<file path="src/pkg/hoc_pkg.sv">
package hoc_pkg;

    // configuration byte offsets
    localparam logic [3:0] OFF_OPT_ONE = 4'h6;
    localparam logic [3:0] OFF_OPT_TWO = 4'h7;
    localparam logic [3:0] OFF_FIXED_MASK = 4'h8;
    localparam logic [3:0] OFF_SP_OFF_MASK = 4'h9;
    localparam logic [3:0] OFF_BP_OFF_MASK = 4'hA;
    localparam logic [3:0] OFF_LAST = 4'hF;

    // field positions in option byte one
    localparam int POS_POWER_SOURCE = 7;
    localparam int POS_FULL_SPEED_ONLY = 5;
    localparam int POS_EOP_SUPPRESS = 3;
    localparam int POS_SENSE_HI = 2;
    localparam int POS_SENSE_LO = 1;

    // field positions in option byte two
    localparam int POS_DYNAMIC = 7;
    localparam int POS_DELAY_HI = 5;
    localparam int POS_DELAY_LO = 4;
    localparam int POS_COMPOUND = 3;

    // writable bits per byte; reserved bits are stored as zero
    localparam logic [7:0] MASK_OPT_ONE = 8'hAE;
    localparam logic [7:0] MASK_OPT_TWO = 8'hB8;
    localparam logic [7:0] MASK_PORTS = 8'h06;

    // values after reset
    localparam logic [7:0] RST_OPT_ONE_SELF = 8'h88;
    localparam logic [7:0] RST_OPT_ONE_BUS = 8'h0C;
    localparam logic [7:0] RST_OPT_TWO = 8'h90;
    localparam logic [7:0] RST_PORT_MASK = 8'h00;

    // over-current delay figures in microseconds (the first in tenths of a millisecond) and cycles at 125 MHz
    localparam int CLK_MHZ = 125;
    localparam int OC_DELAY_0_US_X10 = 1;
    localparam int OC_DELAY_1_US = 2000;
    localparam int OC_DELAY_2_US = 4000;
    localparam int OC_DELAY_3_US = 6000;
    // 0.1 ms is 100 us, so tenths of a millisecond times 1000 us per ms
    localparam int OC_CYC_0 = OC_DELAY_0_US_X10 * CLK_MHZ * 1000 / 10;
    localparam int OC_CYC_1 = OC_DELAY_1_US * CLK_MHZ;
    localparam int OC_CYC_2 = OC_DELAY_2_US * CLK_MHZ;
    localparam int OC_CYC_3 = OC_DELAY_3_US * CLK_MHZ;

    // over-current sensing modes
    typedef enum logic [1:0] {
        HOC_SENSE_GANGED = 2'h0,
        HOC_SENSE_NONE_CFG = 2'h1,
        HOC_SENSE_OFF = 2'h2
    } hoc_sense_e;

    // decoded hub options presented to the hub core
    typedef struct packed {
        logic self_powered;
        logic full_speed_only;
        logic frame_end_packet_suppress;
        hoc_sense_e overcurrent_sense_mode;
        logic [1:0] overcurrent_delay_select;
        logic compound;
        logic [1:0] fixed_ports;
        logic [1:0] port_off;
    } hoc_opts_s;

    // configuration byte write from the loader
    typedef struct packed {
        logic valid;
        logic [3:0] offset;
        logic [7:0] data;
    } hoc_wr_s;

endpackage

</file>
<file path="src/hoc_option_decoder.sv">
`timescale 1ns/100ps
////////////////////////////////////////////////////////////////////////////////
// Summary of operation
// - option byte one bit 7 picks bus power at 0 and self power at 1.
// - with dynamic switching on, the local power pin replaces that stored bit.
// - option byte one bit 5 at 1 forbids high-speed attach, full speed only.
// - option byte one bit 3 at 0 allows the end-of-frame packet, at 1 suppresses it.
// - option byte one bits 2:1 give ganged sensing at 00, reserved 01, none at 1x.
// - option byte two bits 5:4 pick an over-current delay of 0.1, 2, 4 or 6 ms.
// - option byte two bit 3 at 1 marks the hub as part of a compound device.
// - the fixed device mask flags ports 1 and 2 on bits 1 and 2, others zero.
// - while self powered, ports set in the self powered off mask stay disabled.
// - while bus powered, ports set in the bus powered off mask stay disabled.
// - with external configuration, all bytes load before upstream attach is allowed.
// - with no external load, byte one is 88 or 0C by strap, byte two is 90.
////////////////////////////////////////////////////////////////////////////////
module hoc_option_decoder (
    input wire logic clk, // core clock, 125 MHz
    input wire logic arst_n, // async reset, active low
    input wire logic self_power_strap, // strap level, 1 = self powered defaults
    input wire logic ext_config_en, // external configuration selected, held static
    input wire hoc_pkg::hoc_wr_s cfg_wr, // byte write from eeprom or smbus loader
    input wire logic cfg_done, // loader finished, one-cycle pulse
    input wire logic [3:0] cfg_rd_offset, // byte read offset
    input wire logic local_power_present_pin, // local supply indication, async pin
    output logic [7:0] cfg_rd_data, // byte read data, one cycle after offset
    output hoc_pkg::hoc_opts_s opts, // decoded options
    output logic attach_ok // upstream attach permitted
);
    ////////////////////////////////////////////////////////////////////////////
    logic local_pwr_s;
    logic strap_seen_q;
    logic loaded_q;
    logic [7:0] opt_one_q;
    logic [7:0] opt_two_q;
    logic [7:0] fixed_mask_q;
    logic [7:0] sp_off_q;
    logic [7:0] bp_off_q;

    hoc_sync u_pwr_sync (
        .clk(clk),
        .arst_n(arst_n),
        .d(local_power_present_pin),
        .q(local_pwr_s)
    );

    ////////////////////////////////////////////////////////////////////////////
    // write strobes per offset
    wire wr_one = cfg_wr.valid && (cfg_wr.offset == hoc_pkg::OFF_OPT_ONE);
    wire wr_two = cfg_wr.valid && (cfg_wr.offset == hoc_pkg::OFF_OPT_TWO);
    wire wr_fix = cfg_wr.valid && (cfg_wr.offset == hoc_pkg::OFF_FIXED_MASK);
    wire wr_sp = cfg_wr.valid && (cfg_wr.offset == hoc_pkg::OFF_SP_OFF_MASK);
    wire wr_bp = cfg_wr.valid && (cfg_wr.offset == hoc_pkg::OFF_BP_OFF_MASK);
    wire [7:0] one_dflt = self_power_strap ? hoc_pkg::RST_OPT_ONE_SELF
                                           : hoc_pkg::RST_OPT_ONE_BUS;

    // strap sampled on the first clock after release, never at reset itself
    always_ff @(posedge clk or negedge arst_n) begin
        if (!arst_n) begin
            strap_seen_q <= 1'b0;
            opt_one_q <= hoc_pkg::RST_OPT_ONE_SELF;
            opt_two_q <= hoc_pkg::RST_OPT_TWO;
            fixed_mask_q <= hoc_pkg::RST_PORT_MASK;
            sp_off_q <= hoc_pkg::RST_PORT_MASK;
            bp_off_q <= hoc_pkg::RST_PORT_MASK;
        end else begin
            strap_seen_q <= 1'b1;
            if (!strap_seen_q) begin
                opt_one_q <= one_dflt;
            end else if (wr_one) begin
                opt_one_q <= cfg_wr.data & hoc_pkg::MASK_OPT_ONE;
            end
            if (wr_two) begin
                opt_two_q <= cfg_wr.data & hoc_pkg::MASK_OPT_TWO;
            end
            if (wr_fix) begin
                fixed_mask_q <= cfg_wr.data & hoc_pkg::MASK_PORTS;
            end
            if (wr_sp) begin
                sp_off_q <= cfg_wr.data & hoc_pkg::MASK_PORTS;
            end
            if (wr_bp) begin
                bp_off_q <= cfg_wr.data & hoc_pkg::MASK_PORTS;
            end
        end
    end

    ////////////////////////////////////////////////////////////////////////////
    // with external configuration, attach held off until the loader reports all bytes read
    always_ff @(posedge clk or negedge arst_n) begin
        if (!arst_n) begin
            loaded_q <= 1'b0;
        end else if (cfg_done) begin
            loaded_q <= 1'b1;
        end
    end

    ////////////////////////////////////////////////////////////////////////////
    // field decode; reserved bits never reach the outputs
    wire stored_self = opt_one_q[hoc_pkg::POS_POWER_SOURCE];
    wire dynamic_en = opt_two_q[hoc_pkg::POS_DYNAMIC];
    // pin wins over the stored bit when dynamic switching is on
    wire power_source_select = dynamic_en ? local_pwr_s : stored_self;
    wire [1:0] sense_code = opt_one_q[hoc_pkg::POS_SENSE_HI:hoc_pkg::POS_SENSE_LO];
    // 01 is reserved and decodes to its own no-configured-mode value
    wire hoc_pkg::hoc_sense_e sense_mode =
        sense_code[1] ? hoc_pkg::HOC_SENSE_OFF :
        sense_code[0] ? hoc_pkg::HOC_SENSE_NONE_CFG :
                        hoc_pkg::HOC_SENSE_GANGED;
    wire [1:0] off_sel = power_source_select ? sp_off_q[2:1] : bp_off_q[2:1];
    wire attach_d = ext_config_en ? loaded_q : strap_seen_q;

    hoc_pkg::hoc_opts_s opts_d;
    always_comb begin
        opts_d.self_powered = power_source_select;
        opts_d.full_speed_only = opt_one_q[hoc_pkg::POS_FULL_SPEED_ONLY];
        opts_d.frame_end_packet_suppress = opt_one_q[hoc_pkg::POS_EOP_SUPPRESS];
        opts_d.overcurrent_sense_mode = sense_mode;
        opts_d.overcurrent_delay_select =
            opt_two_q[hoc_pkg::POS_DELAY_HI:hoc_pkg::POS_DELAY_LO];
        opts_d.compound = opt_two_q[hoc_pkg::POS_COMPOUND];
        opts_d.fixed_ports = fixed_mask_q[2:1];
        opts_d.port_off = off_sel;
    end

    // read mux; unmapped offsets read zero
    wire [7:0] rd_d =
        (cfg_rd_offset == hoc_pkg::OFF_OPT_ONE) ? opt_one_q :
        (cfg_rd_offset == hoc_pkg::OFF_OPT_TWO) ? opt_two_q :
        (cfg_rd_offset == hoc_pkg::OFF_FIXED_MASK) ? fixed_mask_q :
        (cfg_rd_offset == hoc_pkg::OFF_SP_OFF_MASK) ? sp_off_q :
        (cfg_rd_offset == hoc_pkg::OFF_BP_OFF_MASK) ? bp_off_q : 8'h00;

    ////////////////////////////////////////////////////////////////////////////
    // registered outputs
    always_ff @(posedge clk or negedge arst_n) begin
        if (!arst_n) begin
            opts <= '0;
            attach_ok <= 1'b0;
            cfg_rd_data <= 8'h00;
        end else begin
            opts <= opts_d;
            attach_ok <= attach_d;
            cfg_rd_data <= rd_d;
        end
    end
endmodule // hoc_option_decoder

</file>
<file path="src/hoc_sync.sv">
`timescale 1ns/100ps
// two-stage synchroniser for a pin level
module hoc_sync (
    input wire logic clk, // core clock
    input wire logic arst_n, // async reset, active low
    input wire logic d, // asynchronous level
    output logic q // synchronised level
);
    logic meta_q;

    // first stage feeds only the second
    always_ff @(posedge clk or negedge arst_n) begin
        if (!arst_n) begin
            meta_q <= 1'b0;
            q <= 1'b0;
        end else begin
            meta_q <= d;
            q <= meta_q;
        end
    end
endmodule // hoc_sync

</file>
<file path="config.mk">
export PLATFORM = sky130hd
export DESIGN_NAME = hoc_option_decoder
export DESIGN_NICKNAME = d
export VERILOG_FILES = /design/src/pkg/hoc_pkg.sv /design/src/hoc_option_decoder.sv /design/src/hoc_sync.sv
export SDC_FILE = /design/constraint.sdc
export NUM_CORES = 1
export LEC_CHECK = 0
export ABC_AREA = 0
export BUFFER_PORTS_ARGS = -buffer_cell sky130_fd_sc_hd__buf_2
export CORE_ASPECT_RATIO = 0.9
export CORE_MARGIN = 4
export CORE_UTILIZATION = 40
export DETAILED_ROUTE_END_ITERATION = 12
export GPL_ROUTABILITY_DRIVEN = 0
export PLACE_DENSITY = 0.69
export SYNTH_ARGS = -nofsm -noshare
export SYNTH_HDL_FRONTEND = slang
export SYNTH_SLANG_ARGS = --single-unit
export TNS_END_PERCENT = 10
</file>
<file path="constraint.sdc">
create_clock -name clk -period 1.36 [get_ports clk]
set_input_delay 0.272 -clock clk [delete_from_list [all_inputs] [get_ports clk]]
set_output_delay 0.272 -clock clk [all_outputs]
set_load 0.01 [all_outputs]
</file>
==> flow_summary.toml <==
[floorplanning]
initial_core_util_pct = 43.0
ios = 44
die_width_um = 72.7
dieArea_um2 = 4810
rows = 20
die_height_um = 66.2
core_um2 = 3500

[min_path]
holdCritPathClass = "in2reg"
min_to = "u_pwr_sync.meta_q$_DFF_PN0_"
holdPathStages = 1
hp-start = "local_power_present_pin"

[placement]
dp.cells = 193
io_buffer_count = 39
hpwlAfterDp_um = 2340

[job]
drv_cap = 0

[clock_network]
clock-sinks = 38
clockRootBuffer = "clkbuf_8"
htree_levels = 2
insertion_delay_ns = 0.28
cts-buffers-inserted = 5
cts_tree = "yes"
clk_pin_slew_ns = 0.07
clk_path_buf_depth = 2

[critical_path]
crit_type = "reg2reg"
r2r_cells = 2
rrSetupSlack_ns = 0.07
cp_data_arrival_time_ns = 1.46
path_max_fanout = 3
required_ns = 1.53
r2r-end = "opts[0]$_DFF_PN0_"
r2r_start = "opt_two_q[7]$_DFFE_PN1P_"
crit_path_end_kind = "flop"
crit_path_start_kind = "flop"

[timing]
whs_ns = 0.0933
period_share_pct = 94.9
setup_viol = 0
rsz0062_at_grt = "false"
fin_skew_ns = 0.00233
min_period_ns = 1.29
max_freq_mhz = 775
fin_setup_tns_ns = 0
finalHoldViolCount = 0
slew_violations = 0

[grt]
grt_first_pass_wirelength_um = 5010
gr-total-overflow = 0
grt_max_degree = 23
grt_usage_pct = 13.8
grt_pass1_vias = 1108
antenna_found_initial = 0

[synth]
avgSynthCellArea_um2 = 13.7
mappedNetlistArea_um2 = 1510
synth.distinct_cells = 26
ys_ff_latch = 38
ys_seq_area_share_pct = 63.5
synth_area_leader_cell = "dfrtp_1"
netlist_instances = 110
yosysWarnings = 0
synthTopCellsByArea = "dfrtp_1, dfstp_2, mux2_4, mux2_2, mux2i_1"
yosysTopAreaCellShare_pct = 56.5

[drt]
drc = 0
dr.pass1.iters = 4
drtIter0Drc = 36
postRouteAntennaNets = 0
detail_route.wl_per_cell_um = 14.4
via_per_inst = 4.93
wl_um = 2920
dr_total_vias = 995

[final_layout]
post-route-util_pct = 53.3
antennaDiodeCount = 0
nFillCells = 309
final_cell_mix = "buf_2, dfrtp_1, mux2_2, o21ai_0"
nNetsFinal = 180
seq_area_um2 = 956
multi_input_area_um2 = 512
drive_gt1_share_pct = 44.9
area_growth_pct = 23.8
fin_cells = 202
layout_commonest_cell = "buf_2"

[power]
ir_drop_mv = 0.760
powerDensity_nw_per_um2 = 1370
power_leakage_nw = 0.896

[outcome]
status = "finished, final reports clean"
## report_power, final
group,internal (mW),switching (mW)
clock network,0.408,0.353
registers,1.29,0.0916
logic,0.221,0.179
## stage by stage
| step | total power [mW] | cell area [um^2] | setup slack [ns] |
|---|---|---|---|
| 3_3_place_gp | 1.78 | 1760 | -0.0492 |
| 4_1_cts | 2.57 | 1860 | 0.0165 |
| 2_1_floorplan | 1.60 | 1510 | 0.0857 |
| 3_5_place_dp | 1.81 | 1760 | -0.0779 |
| 5_1_grt | 2.67 | 1870 | 0.0305 |
| 6_report | 2.55 | 1870 | 0.0690 |
## layout make-up
cell class                      instances  share of cell area (%)
Timing Repair Buffer                   44                    13.3
Tap cell                               44                    2.95
Clock buffer                            7                    4.63
Inverter                                1                   0.201
Clock inverter                          1                   0.268
Sequential cell                        38                    51.2
Multi-Input combinational cell         67                    27.4
## per-layer routing
layer | vias up | GRT usage (%) | routed length, um
met5 | - | 0 | 0
met4 | 0 | 6.22 | 40
met3 | 5 | 4.56 | 216
met2 | 32 | 23.1 | 1420
met1 | 485 | 16.1 | 1240
li1 | 473 | - | -
## cell usage after synthesis, drive strengths merged
| library cell | count |
|---|---|
| and3b | 2 |
| a21boi | 2 |
| o21ai | 7 |
| nand3b | 3 |
| dfrtp | 34 |
| nand2b | 4 |
| dfstp | 4 |
| inv | 1 |
| buf | 5 |
| nand3 | 6 |
| mux2i | 4 |
| nor3 | 3 |
| mux2 | 13 |
| and3 | 2 |
| or2 | 1 |
| or3b | 1 |
| conb | 2 |
| nand2 | 2 |
| a2111o | 2 |
| a31oi | 2 |
| nor2 | 5 |
| nor2b | 5 |
## what timing repair did
item                                    CTS  global route
setup buffers                             0             0
gates resized for setup                   0             1
endpoints found under the setup margin    0             2
hold buffers                              1             0
hold endpoints to repair                 15             0
## logic make-up (layout without fill, tap and decap cells)
family | Yosys count | after routing | share of synthesized area [%]
AO/OA/AOI/OAI | 13 | 13 | 5.65
buffers and inverters | 6 | 53 | 3.07
flip-flops | 38 | 38 | 63.5
multiplexers | 17 | 17 | 13.9
other | 2 | 3 | 0.499
AND/OR/NAND/NOR | 34 | 34 | 13.5
## flip-flops by register name, indices dropped and copies added (netlist names)
register           flops
bp_off_q               2
fixed_mask_q           2
cfg_rd_data            6
attach_ok              1
sp_off_q               2
opts                  12
opt_two_q              4
loaded_q               1
u_pwr_sync.q           1
strap_seen_q           1
u_pwr_sync.meta_q      1
opt_one_q              5
## worst max-delay path, stage by stage, from the launching register on
cell     delay (ns)
dfstp_2        0.56
mux2i_2        0.27
mux2_2         0.36
## worst max-delay path by stage
stage	startpoint	to	slack (ns)	cells past startpoint
after global routing	opt_two_q[7]$_DFFE_PN1P_	opts[1]$_DFF_PN0_	0.03	2
after CTS	opt_two_q[7]$_DFFE_PN1P_	opts[0]$_DFF_PN0_	0.02	2
after global placement	cfg_wr[10]	sp_off_q[1]$_DFFE_PN0P_	-0.05	4
after detailed placement	cfg_wr[10]	sp_off_q[1]$_DFFE_PN0P_	-0.08	4
after floorplan	cfg_wr[10]	sp_off_q[1]$_DFFE_PN0P_	0.09	3
final	opt_two_q[7]$_DFFE_PN1P_	opts[0]$_DFF_PN0_	0.07	2
No activity file was read; power rests on OpenSTA's default activity.
